==> config.mk <==
export PLATFORM = sky130hd
export DESIGN_NAME = ldg_irq_dma_gate
export DESIGN_NICKNAME = d
export VERILOG_FILES = /design/src/core/ldg_pkg.sv /design/src/core/ldg_irq_dma_gate.sv
export SDC_FILE = /design/constraint.sdc
export NUM_CORES = 1
export LEC_CHECK = 0
export BUFFER_PORTS_ARGS = -buffer_cell sky130_fd_sc_hd__buf_2
export CELL_PAD_IN_SITES_DETAIL_PLACEMENT = 0
export CELL_PAD_IN_SITES_GLOBAL_PLACEMENT = 1
export CORE_UTILIZATION = 46
export CTS_BUF_LIST = sky130_fd_sc_hd__clkbuf_4
export CTS_CLUSTER_SIZE = 16
export DETAILED_ROUTE_END_ITERATION = 6
export PLACE_DENSITY = 0.91
export SLEW_MARGIN = 40
export SYNTH_ARGS = -nofsm -noshare
export SYNTH_HDL_FRONTEND = slang
export SYNTH_SLANG_ARGS = --single-unit
==> constraint.sdc <==
create_clock -name i_mclk -period 6 [get_ports i_mclk]
set_input_delay 0.3 -clock i_mclk [delete_from_list [all_inputs] [get_ports i_mclk]]
set_output_delay 0.3 -clock i_mclk [all_outputs]
set_load 0.005 [all_outputs]
==> src/core/ldg_pkg.sv <==
// constants, field positions and carrier types for the logical device
// irq/dma gating block; shared by design and bench
package ldg_pkg;

  // device slots inside the block
  localparam int NSLOT     = 5;
  localparam int SLOT_FDC  = 0;
  localparam int SLOT_PP   = 1;
  localparam int SLOT_SA   = 2;
  localparam int SLOT_SB   = 3;
  localparam int SLOT_KBD  = 4;
  localparam int NSER      = 2;
  localparam int NDRQ_SRC  = 2;
  localparam int NIRQ      = 16;
  localparam int NDMA      = 4;

  // logical device number of each slot, slot 0 in the low bits
  localparam logic [14:0] LD_MAP0 = {3'h6, 3'h3, 3'h2, 3'h1, 3'h0};
  localparam logic [14:0] LD_MAP1 = {3'h7, 3'h4, 3'h2, 3'h3, 3'h0};

  // configuration register indexes
  localparam logic [7:0] IDX_BASE_HI = 8'h60;
  localparam logic [7:0] IDX_BASE_LO = 8'h61;
  localparam logic [7:0] IDX_IRQ_SEL = 8'h70;
  localparam logic [7:0] IDX_DMA_SEL = 8'h74;

  // reset values
  localparam logic [15:0] BASE_RST      = 16'h0000;
  localparam logic [3:0]  IRQ_RST_FDC   = 4'h6;
  localparam logic [3:0]  IRQ_RST_OTHER = 4'h0;
  localparam logic [2:0]  DMA_RST_FDC   = 3'h2;
  localparam logic [2:0]  DMA_RST_PP    = 3'h4;
  localparam logic [2:0]  DMA_RST_NONE  = 3'h0;

  // select encodings
  localparam logic [3:0] IRQ_SEL_NONE = 4'h0;
  localparam logic [2:0] DMA_CH_MIN   = 3'h1;
  localparam logic [2:0] DMA_CH_MAX   = 3'h3;

  // address windows
  localparam logic [11:0] BASE_MIN  = 12'h100;
  localparam logic [11:0] BASE_MAX8 = 12'hFF8;
  localparam logic [11:0] BASE_MAX4 = 12'hFFC;
  localparam logic [11:0] KBD_DATA  = 12'h060;
  localparam logic [11:0] KBD_CMD   = 12'h064;
  localparam logic [12:0] PP_EXT_LO = 13'h0400;
  localparam logic [12:0] PP_EXT_HI = 13'h0402;

  // bit positions in unit registers
  localparam int GLOBAL_CONFIG_REG_24H_QUAL16_BIT = 6;
  localparam int DOR_DMA_BIT     = 3;
  localparam int PCTL_PARALLEL_IRQ_ENABLE_BIT   = 4;
  localparam int ECR_SVC_BIT     = 2;
  localparam int ECR_DMA_BIT     = 3;
  localparam int ECR_MODE_LSB    = 5;
  localparam int IER_MSB         = 3;
  localparam int MCR_MODEM_AUX_OUTPUT_TWO_BIT    = 2;

  // parallel modes whose interrupt ignores the irq enable bit
  localparam logic [2:0] PMODE_FIFO = 3'b010;
  localparam logic [2:0] PMODE_ECP  = 3'b011;
  localparam logic [2:0] PMODE_TEST = 3'b110;

  typedef struct packed {
    logic [15:0] base;
    logic [3:0]  irq_sel;
    logic [2:0]  dma_sel;
  } ldg_ldcfg_type;

  function automatic ldg_ldcfg_type ldg_cfg_rst(input int s);
    ldg_ldcfg_type r;
    r.base    = BASE_RST;
    r.irq_sel = (s == SLOT_FDC) ? IRQ_RST_FDC : IRQ_RST_OTHER;
    r.dma_sel = (s == SLOT_FDC) ? DMA_RST_FDC :
                (s == SLOT_PP)  ? DMA_RST_PP  : DMA_RST_NONE;
    return r;
  endfunction

endpackage

==> src/core/ldg_irq_dma_gate.sv <==
// per logical device irq/dma routing, gating and base address decode
// assumes unit registers and requests come from logic on i_mclk
`timescale 1ns/10ps
`default_nettype none

module ldg_irq_dma_gate (
  // clock and reset
  input  wire logic                             i_mclk,
  input  wire logic                             i_nrst,
  input  wire logic                             i_soft_rst,
  // configuration register port
  input  wire logic                             i_cfg_wr,
  input  wire logic [2:0]                       i_cfg_ld,
  input  wire logic [7:0]                       i_cfg_index,
  input  wire logic [7:0]                       i_cfg_wdata,
  output logic      [7:0]                       o_cfg_rdata,
  // global configuration
  input  wire logic                             i_device_numbering_select,
  input  wire logic [7:0]                       i_global_config_reg_24h,
  input  wire logic [ldg_pkg::NSLOT-1:0]        i_dev_active,
  // unit enable registers
  input  wire logic [7:0]                       i_floppy_digital_output_reg,
  input  wire logic                             i_floppy_powered_down,
  input  wire logic [7:0]                       i_parallel_control_reg,
  input  wire logic                             i_pp_ecp_mode,
  input  wire logic [7:0]                       i_ecp_ext_control_reg,
  input  wire logic [ldg_pkg::NSER-1:0][7:0]    i_uart_int_enable_reg,
  input  wire logic [ldg_pkg::NSER-1:0][7:0]    i_modem_control_reg,
  input  wire logic                             i_kbd_irq_enable,
  // unit requests
  input  wire logic [ldg_pkg::NSLOT-1:0]        i_dev_irq,
  input  wire logic [ldg_pkg::NDRQ_SRC-1:0]     i_dev_drq,
  // host side
  input  wire logic [15:0]                      i_io_addr,
  input  wire logic                             i_io_strobe,
  output logic      [ldg_pkg::NIRQ-1:0]         o_irq,
  output logic      [ldg_pkg::NDMA-1:0]         o_drq,
  output logic      [ldg_pkg::NSLOT-1:0]        o_dev_sel,
  output logic      [2:0]                       o_reg_off,
  output logic                                  o_pp_ext_sel
);
  import ldg_pkg::*;

  ldg_ldcfg_type          cfg      [NSLOT];
  ldg_ldcfg_type          next_cfg [NSLOT];
  logic [7:0]             next_cfg_rdata;
  logic [NIRQ-1:0]        next_irq;
  logic [NDMA-1:0]        next_drq;
  logic [NSLOT-1:0]       next_dev_sel;
  logic [2:0]             next_reg_off;
  logic                   next_pp_ext_sel;

  logic [NSLOT-1:0]       ld_hit;
  logic [NSLOT-1:0]       base_ok;
  logic [NSLOT-1:0]       addr_match;
  logic [NSLOT-1:0]       io_hit;
  logic [NSLOT-1:0]       irq_cond;
  logic [NSLOT-1:0]       irq_on;
  logic [NDRQ_SRC-1:0]    dma_cond;
  logic [NDRQ_SRC-1:0]    dma_on;
  logic [NSER-1:0]        ser_cond;
  logic                   qual_ok;
  logic                   pp_force_on;
  logic                   pp_epp_ok;
  logic                   pp_ext;
  logic [2:0]             pp_mode;
  logic [11:0]            io_a;
  logic [12:0]            pp_diff;

  assign io_a    = i_io_addr[11:0];
  assign qual_ok = !i_global_config_reg_24h[GLOBAL_CONFIG_REG_24H_QUAL16_BIT]
                   || (i_io_addr[15:12] == 4'h0);

  // per slot config select, base check and address window
  for (genvar s = 0; s < NSLOT; s++) begin : g_slot
    logic [11:0] b;
    assign b = cfg[s].base[11:0];
    assign ld_hit[s] = (i_cfg_ld == (i_device_numbering_select ?
                        LD_MAP1[s*3 +: 3] : LD_MAP0[s*3 +: 3]));
    if (s == SLOT_KBD) begin : g_kbd
      assign base_ok[s]    = 1'b1;
      assign addr_match[s] = (io_a == KBD_DATA) || (io_a == KBD_CMD);
    end else if (s == SLOT_PP) begin : g_pp
      assign base_ok[s]    = (b >= BASE_MIN) && (b <= BASE_MAX4)
                             && (b[1:0] == 2'h0);
      assign addr_match[s] = (io_a[11:2] == b[11:2])
                             || (pp_epp_ok && (io_a[11:3] == b[11:3]))
                             || pp_ext;
    end else begin : g_std
      assign base_ok[s]    = (b >= BASE_MIN) && (b <= BASE_MAX8)
                             && (b[2:0] == 3'h0);
      assign addr_match[s] = (io_a[11:3] == b[11:3]);
    end
    // out of range base or inactive device drops the access
    assign io_hit[s] = i_io_strobe && qual_ok && i_dev_active[s]
                       && base_ok[s] && addr_match[s];
    assign irq_on[s] = i_dev_irq[s] && irq_cond[s] && i_dev_active[s]
                       && base_ok[s] && (cfg[s].irq_sel != IRQ_SEL_NONE);
  end

  // extended parallel registers above the base
  assign pp_epp_ok = (cfg[SLOT_PP].base[2] == 1'b0);
  assign pp_diff   = {1'b0, io_a} - {1'b0, cfg[SLOT_PP].base[11:0]};
  assign pp_ext    = (pp_diff >= PP_EXT_LO) && (pp_diff <= PP_EXT_HI);

  // device own enable conditions
  assign pp_mode     = i_ecp_ext_control_reg[ECR_MODE_LSB +: 3];
  assign pp_force_on = (pp_mode == PMODE_FIFO) || (pp_mode == PMODE_ECP)
                       || (pp_mode == PMODE_TEST);
  assign irq_cond[SLOT_FDC] = i_floppy_digital_output_reg[DOR_DMA_BIT]
                              && !i_floppy_powered_down;
  assign irq_cond[SLOT_PP]  = i_pp_ecp_mode ?
      ((pp_force_on || i_parallel_control_reg[PCTL_PARALLEL_IRQ_ENABLE_BIT])
       && !i_ecp_ext_control_reg[ECR_SVC_BIT]) :
      i_parallel_control_reg[PCTL_PARALLEL_IRQ_ENABLE_BIT];
  for (genvar j = 0; j < NSER; j++) begin : g_ser
    assign ser_cond[j] = (|i_uart_int_enable_reg[j][IER_MSB:0])
                         && i_modem_control_reg[j][MCR_MODEM_AUX_OUTPUT_TWO_BIT];
  end
  assign irq_cond[SLOT_SA]  = ser_cond[0];
  assign irq_cond[SLOT_SB]  = ser_cond[1];
  assign irq_cond[SLOT_KBD] = i_kbd_irq_enable;

  assign dma_cond[SLOT_FDC] = irq_cond[SLOT_FDC];
  assign dma_cond[SLOT_PP]  = i_pp_ecp_mode
                              && i_ecp_ext_control_reg[ECR_DMA_BIT];
  for (genvar k = 0; k < NDRQ_SRC; k++) begin : g_dma
    assign dma_on[k] = i_dev_drq[k] && dma_cond[k] && i_dev_active[k]
                       && base_ok[k]
                       && (cfg[k].dma_sel >= DMA_CH_MIN)
                       && (cfg[k].dma_sel <= DMA_CH_MAX);
  end

  // configuration registers
  always_comb begin
    for (int s = 0; s < NSLOT; s++) begin
      next_cfg[s] = cfg[s];
      if (i_soft_rst) begin
        next_cfg[s] = ldg_cfg_rst(s);
      end else if (i_cfg_wr && ld_hit[s]) begin
        case (i_cfg_index)
          IDX_BASE_HI: begin
            if (s != SLOT_KBD) begin
              next_cfg[s].base[15:8] = i_cfg_wdata;
            end
          end
          IDX_BASE_LO: begin
            if (s != SLOT_KBD) begin
              next_cfg[s].base[7:0] = i_cfg_wdata;
            end
          end
          IDX_IRQ_SEL: begin
            next_cfg[s].irq_sel = i_cfg_wdata[3:0];
          end
          IDX_DMA_SEL: begin
            if (s < NDRQ_SRC) begin
              next_cfg[s].dma_sel = i_cfg_wdata[2:0];
            end
          end
          default: begin
          end
        endcase
      end
    end
  end

  // readback of the addressed logical device
  always_comb begin
    next_cfg_rdata = 8'h00;
    for (int s = 0; s < NSLOT; s++) begin
      if (ld_hit[s]) begin
        case (i_cfg_index)
          IDX_BASE_HI: begin
            if (s != SLOT_KBD) begin
              next_cfg_rdata = cfg[s].base[15:8];
            end
          end
          IDX_BASE_LO: begin
            if (s != SLOT_KBD) begin
              next_cfg_rdata = cfg[s].base[7:0];
            end
          end
          IDX_IRQ_SEL: begin
            next_cfg_rdata = {4'h0, cfg[s].irq_sel};
          end
          IDX_DMA_SEL: begin
            if (s < NDRQ_SRC) begin
              next_cfg_rdata = {5'h00, cfg[s].dma_sel};
            end
          end
          default: begin
            next_cfg_rdata = 8'h00;
          end
        endcase
      end
    end
  end

  // irq and dma routing onto the host lines
  always_comb begin
    next_irq = '0;
    next_drq = '0;
    for (int n = 1; n < NIRQ; n++) begin
      for (int s = 0; s < NSLOT; s++) begin
        if (irq_on[s] && (cfg[s].irq_sel == 4'(n))) begin
          next_irq[n] = 1'b1;
        end
      end
    end
    for (int c = 1; c < NDMA; c++) begin
      for (int k = 0; k < NDRQ_SRC; k++) begin
        if (dma_on[k] && (cfg[k].dma_sel == 3'(c))) begin
          next_drq[c] = 1'b1;
        end
      end
    end
  end

  // io decode; lowest slot wins on overlapping bases
  always_comb begin
    next_dev_sel    = '0;
    next_reg_off    = 3'h0;
    next_pp_ext_sel = 1'b0;
    for (int s = NSLOT - 1; s >= 0; s--) begin
      if (io_hit[s]) begin
        next_dev_sel    = '0;
        next_dev_sel[s] = 1'b1;
        next_reg_off    = (s == SLOT_PP && pp_ext) ? pp_diff[2:0] : io_a[2:0];
        next_pp_ext_sel = (s == SLOT_PP) && pp_ext;
      end
    end
  end

  // configuration state; a soft reset beats a write in the same cycle
  always_ff @(posedge i_mclk or negedge i_nrst) begin
    if (!i_nrst) begin
      for (int s = 0; s < NSLOT; s++) begin
        cfg[s] <= ldg_cfg_rst(s);
      end
    end else begin
      for (int s = 0; s < NSLOT; s++) begin
        cfg[s] <= next_cfg[s];
      end
    end
  end

  // readback, one cycle behind the addressed register
  always_ff @(posedge i_mclk or negedge i_nrst) begin
    if (!i_nrst) begin
      o_cfg_rdata <= 8'h00;
    end else begin
      o_cfg_rdata <= next_cfg_rdata;
    end
  end

  // host irq and dma lines
  always_ff @(posedge i_mclk or negedge i_nrst) begin
    if (!i_nrst) begin
      o_irq <= '0;
      o_drq <= '0;
    end else begin
      o_irq <= next_irq;
      o_drq <= next_drq;
    end
  end

  // io decode result, valid for one cycle per strobe cycle
  always_ff @(posedge i_mclk or negedge i_nrst) begin
    if (!i_nrst) begin
      o_dev_sel    <= '0;
      o_reg_off    <= 3'h0;
      o_pp_ext_sel <= 1'b0;
    end else begin
      o_dev_sel    <= next_dev_sel;
      o_reg_off    <= next_reg_off;
      o_pp_ext_sel <= next_pp_ext_sel;
    end
  end

endmodule

`default_nettype wire

---- After elaboration in Yosys (flattened, before gate mapping) ----
Cells that the tools add are included.
word-level totals
  flip-flop bits (word level) ............. 125
  output and inout bits ................... 37
operators by class
  multiplexer cells ....................... 122
  bitwise operators ....................... 1
  equality and inequality tests ........... 99
  add/sub/neg operators ................... 1
  $lt $le $gt $ge ......................... 14
  reductions and logical operators ........ 193
operator list
  cell                    count
  $eq A4 B4 Y1 const B    40
  $logic_and A1 B1 Y1     145
  $pmux W8 S4             4
  $mux W23                4
  $mux W1                 85
  $eq A4 B3 Y1 const B    20
  $mux W20                4
  $mux W8                 7
  $ge A12 B9 Y1 const B   4
  $le A12 B12 Y1 const B  4
  $eq A4 B2 Y1 const B    10
  $eq A9 B9 Y1            4
  $eq A8 B7 Y1 const B    4
  $reduce_and A2 Y1       15
  $mux W5                 5
  $eq A12 B7 Y1 const B   2
  $mux W3                 8
  $eq A3 B2 Y1 const B    7
  $eq A4 B1 Y1 const B    5
  $reduce_bool A4 Y1      5
  $reduce_bool A2 Y1      9
  $pmux W8 S2             1
  $ge A13 B11 Y1 const B  1
  $le A13 B11 Y1 const B  1
  other kinds (18)        36

---- Logic depth before layout (Yosys ltp) ----
  word-level depth ........................ 15
  mapped depth ............................ 12
  gate-level depth less buffers ........... 11

---- Worst setup path after synthesis ----
Ideal clock, no wire load.
  path kind ............................... register to register
  start ................................... register cfg[76] (netlist name)
  end ..................................... register o_reg_off[0]
  stages on the path, launching flop included .. 12
  data arrival time ....................... 2.506 ns
  required time ........................... 5.877 ns
  setup slack ............................. 3.371 ns
  clock period less this slack ............ 2.629 ns
  cells stage by stage .................... dfrtp_1 > ha_1 > fa_1 > nand2b_1 > a2111oi_1 > a311oi_2 > mux2i_1 > a31oi_1 > nand4_1 > or2_0 > buf_2 > mux2i_1
between the ends
  longest elaborated chain between the ends .. 7
  elaborated cells between the ends (all ways) .. 15
  classes of those cells .................. add/sub: 1; order compare: 4; mux: 3; reduce/logical: 7
RTL lines
  item                                                       RTL line                                         source
  start: declaration                                         ldg_irq_dma_gate.sv:44                           ldg_ldcfg_type cfg [NSLOT];
  start signal: indexed assignment                           ldg_irq_dma_gate.sv:238                          cfg[s] <= ldg_cfg_rst(s);
  start signal: indexed assignment                           ldg_irq_dma_gate.sv:242                          cfg[s] <= next_cfg[s];
  $sub A12 B12 Y13, or another cell as far along             ldg_irq_dma_gate.sv:103                          assign pp_diff = {1'b0, io_a} - {1'b0, cfg[SLOT_PP].base[11:0]};
  $ge A13 B11 Y1, or another cell as far along               ldg_irq_dma_gate.sv:104                          assign pp_ext = (pp_diff >= PP_EXT_LO) && (pp_diff <= PP_EXT_HI);
  $logic_and A1 B1 Y1, on equally long branches              ldg_irq_dma_gate.sv:104, ldg_irq_dma_gate.sv:85
  $logic_or A1 B1 Y1 or $logic_and A1 B1 Y1 (tied branches)  ldg_irq_dma_gate.sv:88, ldg_irq_dma_gate.sv:96
  $logic_and A1 B1 Y1                                        ldg_irq_dma_gate.sv:96                           && base_ok[s] && addr_match[s];
  $mux W3 * (2 in a row)                                     ldg_irq_dma_gate.sv:225                          if (io_hit[s]) begin
  net next_reg_off[0]                                        ldg_irq_dma_gate.sv:50                           logic [2:0] next_reg_off;
  end signal: assignment                                     ldg_irq_dma_gate.sv:275                          o_reg_off <= next_reg_off;
  end: declaration                                           ldg_irq_dma_gate.sv:39                           output logic [2:0] o_reg_off,
Mark *: on every way through the listed nets, which the timed path passes. The rest lies on a longest branch.
A chain may end at the register's enable or synchronous reset.

---- Worst setup path in the final report ----
  start ................................... input i_io_addr[0]
  end ..................................... register o_reg_off[1]
between the ends
  longest elaborated chain between the ends .. 8
  elaborated cells between the ends (all ways) .. 16
  classes of those cells .................. add/sub: 1; order compare: 2; eq/ne: 2; mux: 6; reduce/logical: 5
RTL lines
  item                                                                      RTL line                 source
  start: declaration                                                        ldg_irq_dma_gate.sv:34   input wire logic [15:0] i_io_addr,
  parallel branches: the longest is 6 deep, another holds $sub A12 B12 Y13  -
  $mux W3 * (2 in a row)                                                    ldg_irq_dma_gate.sv:225
  net next_reg_off[1]                                                       ldg_irq_dma_gate.sv:50
Mark *: on every way through the listed nets, which the timed path passes.

==> impl_metrics.env <==
export IMPL_reg2reg_from="cfg[76]"
export IMPL_grtUsageTotal_pct=27.0
export IMPL_fillers=1402
export IMPL_finalCriticalPeriod_ns=3.03
export IMPL_place_area_mm2=0.00785
export IMPL_post_route_util_pct=54.1
export IMPL_grt_pass1_vias=6142
export IMPL_async_reset_ff_share_pct=100
export IMPL_viasPerCell=6.11
export IMPL_start_util_pct=46.8
export IMPL_syn_to_final_growth_pct=15.4
export IMPL_vias=6647
export IMPL_power_density_mw_per_mm2=221
export IMPL_dp_slack_ns=2.96
export IMPL_hp_class="in -> reg"
export IMPL_yosysSeqAreaShare_pct=44.2
export IMPL_path_class="in -> reg"
export IMPL_slew_headroom_pct=47.3
export IMPL_grt_pass1_wl_um=32900
export IMPL_die_w_um=126
export IMPL_fin_ws_ns=2.97
export IMPL_drv_cap=0
export IMPL_drv_slew=0
export IMPL_cts_tree="yes"
export IMPL_synth_area_per_cell_um2=9.04
export IMPL_r2r_end="o_reg_off[1]"
export IMPL_core_mm2=0.0151
export IMPL_slowest_stage="dlygate4sd3_1"
export IMPL_first_pass_iters=7
export IMPL_max_slew_worst_pin_slew_ns=0.783
export IMPL_cts_buffers=17
export IMPL_wl_um=20700
export IMPL_finalInstanceArea_mm2=0.00819
export IMPL_clock_sinks=125
export IMPL_cp_arrival_ns=3.47
export IMPL_hp_start="i_cfg_wdata[0]"
export IMPL_syn_area_mm2=0.00710
export IMPL_drt_iter0_markers=870
export IMPL_grt_max_degree=60
export IMPL_syn_inst=785
export IMPL_path_buf_inv=3
export IMPL_worstPathRequired_ns=6.43
export IMPL_clk_latency_ns=0.56
export IMPL_synth_seq_cells=125
export IMPL_regArea_mm2=0.00313
export IMPL_p_leak_nw=3.60
export IMPL_reg2reg_depth=10
export IMPL_dp_hpwl_um=15000
export IMPL_violations="design-rule violations"
export IMPL_peakVddDrop_mv=0.113
export IMPL_synthTopCellsByCount="121 x dfrtp_1, 116 x nand2_1, 95 x o21ai_0, 48 x nor2_1"
export IMPL_nets=1019
export IMPL_detail_route_antenna_nets=0
export IMPL_antenna_found_initial=1
export IMPL_post_cts_setup_buffers=0
export IMPL_hold_viol=0
export IMPL_r2r_slack_ns=2.99
export IMPL_synth_most_common_cell="dfrtp_1"
export IMPL_synth_edf_count=0
export IMPL_synthTopCellsByArea="dfrtp_1 43%, o21ai_0 6.7%, nand2_1 6.1%"
export IMPL_wl_per_cell_um=19.0
export IMPL_drive_gt1_share_pct=20.2
export IMPL_htree_levels=4
export IMPL_cp_top_family="simple AND/OR/NAND/NOR gates"
export IMPL_slowest_delay_ns=0.53
export IMPL_holdWs_ns=0.0339
export IMPL_fmax_mhz=330
export IMPL_skew_ns=0.0176
export IMPL_fin_crit_sh_pct=50.6
export IMPL_status="finished with violations"
export IMPL_synth_flop_cell="dfrtp_1"
export IMPL_critPathMaxFanout=4
export IMPL_cts_repair_resized=0
export IMPL_yosysUniqueCellTypes=72
export IMPL_clock_path_buffers=2
export IMPL_io_pins=157
export IMPL_synth_top_area_share_pct=42.7
export IMPL_drcViolationCount=4
export IMPL_ctsHoldBuffers=4
export IMPL_cp_common_cell="mux2i_1"
export IMPL_chipHeight_um=126
export IMPL_hold_depth=3
export IMPL_yosysWarningCount=0
export IMPL_worstSetupStartpointType="primary input"
export IMPL_finalSetupViolCount=0
export IMPL_tns_ns=0
export IMPL_whs_endpoint="cfg[92]"
export IMPL_critPathCaptureType="flip-flop"
export IMPL_globalplace_congestion=0.929
export IMPL_cts_clk_slew_worst_paths_ns=0.11
export IMPL_overflow=0
export IMPL_multiInputGateArea_mm2=0.00375
export IMPL_root_buffer="clkbuf_4"
export IMPL_rsz0062_at_grt="false"
export IMPL_synth_top_area_cell="dfrtp_1"
export IMPL_fp_row_count=45
export IMPL_place_port_buffers=108
export IMPL_die_area_mm2=0.0159
export IMPL_cp_cell_sequence="dlygate4sd3_1 -> buf_2 -> inv_1 -> ha_1 -> fa_1 -> nand2b_1 -> a2111oi_1 -> a311oi_2 -> mux2i_1 -> a21oi_1 -> nand4_1 -> or2_0 -> mux2i_1"
==> per-layer routing <==
metal	share of wire [%]	vias up	wire (um)	GRT usage, %
met5	0	-	0	0
met4	2.5	0	508	9.78
met3	7.5	41	1550	6.37
met2	45	322	9380	41.3
met1	45	3195	9210	37.3
li1	-	3089	-	-
==> state kept, by name (all words and copies together) (netlist names) <==
signal        cells
cfg              90
o_irq            15
o_cfg_rdata       8
o_dev_sel         5
o_drq             3
o_reg_off         3
o_pp_ext_sel      1
==> area by class of cell <==
| cell class | instances | area share, % |
|---|---|---|
| Tap cell | 188 | 2.87 |
| Clock inverter | 15 | 1.82 |
| Sequential cell | 125 | 38.3 |
| Clock buffer | 17 | 1.56 |
| Multi-Input combinational cell | 595 | 45.8 |
| Inverter | 24 | 1.10 |
| Timing Repair Buffer | 123 | 8.59 |
| Antenna cell | 1 | 0.0306 |
==> power by group <==
group	leakage [nW]	internal (mW)	total [mW]	switching, mW
clock network	0.131	0.243	0.580	0.336
registers	1.66	0.884	0.938	0.0542
logic	1.81	0.114	0.290	0.176
total	3.60	1.24	1.81	0.567
==> how the worst max path moves through the flow <==
stage,start,end,cells past startpoint
3_5_place_dp,i_io_addr[0],o_reg_off[1],12
3_3_place_gp,i_io_addr[0],o_reg_off[0],12
2_1_floorplan,cfg[76],o_reg_off[0],11
5_1_grt,i_io_addr[0],o_reg_off[1],13
6_report,i_io_addr[0],o_reg_off[1],13
4_1_cts,cfg[76],o_reg_off[1],10
==> layout by cell type (no fill, tap or decap), types with 6 or more instances in the layout <==
cell        instances
a22oi_1             8
nand3_1            20
a21oi_1            26
xnor2_1            15
buf_4               9
clkinvlp_4          6
nor2b_1            16
o21ai_0            95
a31oi_1            12
nand4_1            11
mux2_2              8
xor2_1             15
nor3b_1             7
buf_2             107
o211ai_1            9
clkbuf_4           17
ha_1               12
nand2b_1           19
nor2_1             47
o22ai_1             7
nor4_1             10
inv_1              24
nor3_1             10
mux2i_1            13
nand2_1           116
nand3b_1            8
a22o_1             13
a222oi_1           15
dfrtp_1           121
==> through the flow <==
step           std cells  power, mW
5_1_grt             1088       1.89
3_5_place_dp        1050       1.24
6_report            1088       1.81
4_1_cts             1086       1.81
2_1_floorplan        786       1.11
3_3_place_gp        1048       1.23
==> cell families (layout without fill, tap and decap cells) <==
group	after synthesis	count (layout)	share of synthesized area (%)
xor gates and xnor gates	30	30	3.70
muxes	21	21	3.10
other	1	3	0.0528
DFF	125	125	44.2
adders and majority gates	13	13	2.40
and+or+nand+nor	301	301	21.8
buffers and inverters	66	179	3.79
AOI/OAI and AO/OA	228	228	21.0
==> tightest hold or removal path, cell delays in order <==
cell	delay, ns
buf_2	0.14
nand2_1	0.06
a21oi_1	0.05
No activity file was read; power rests on OpenSTA's default activity.
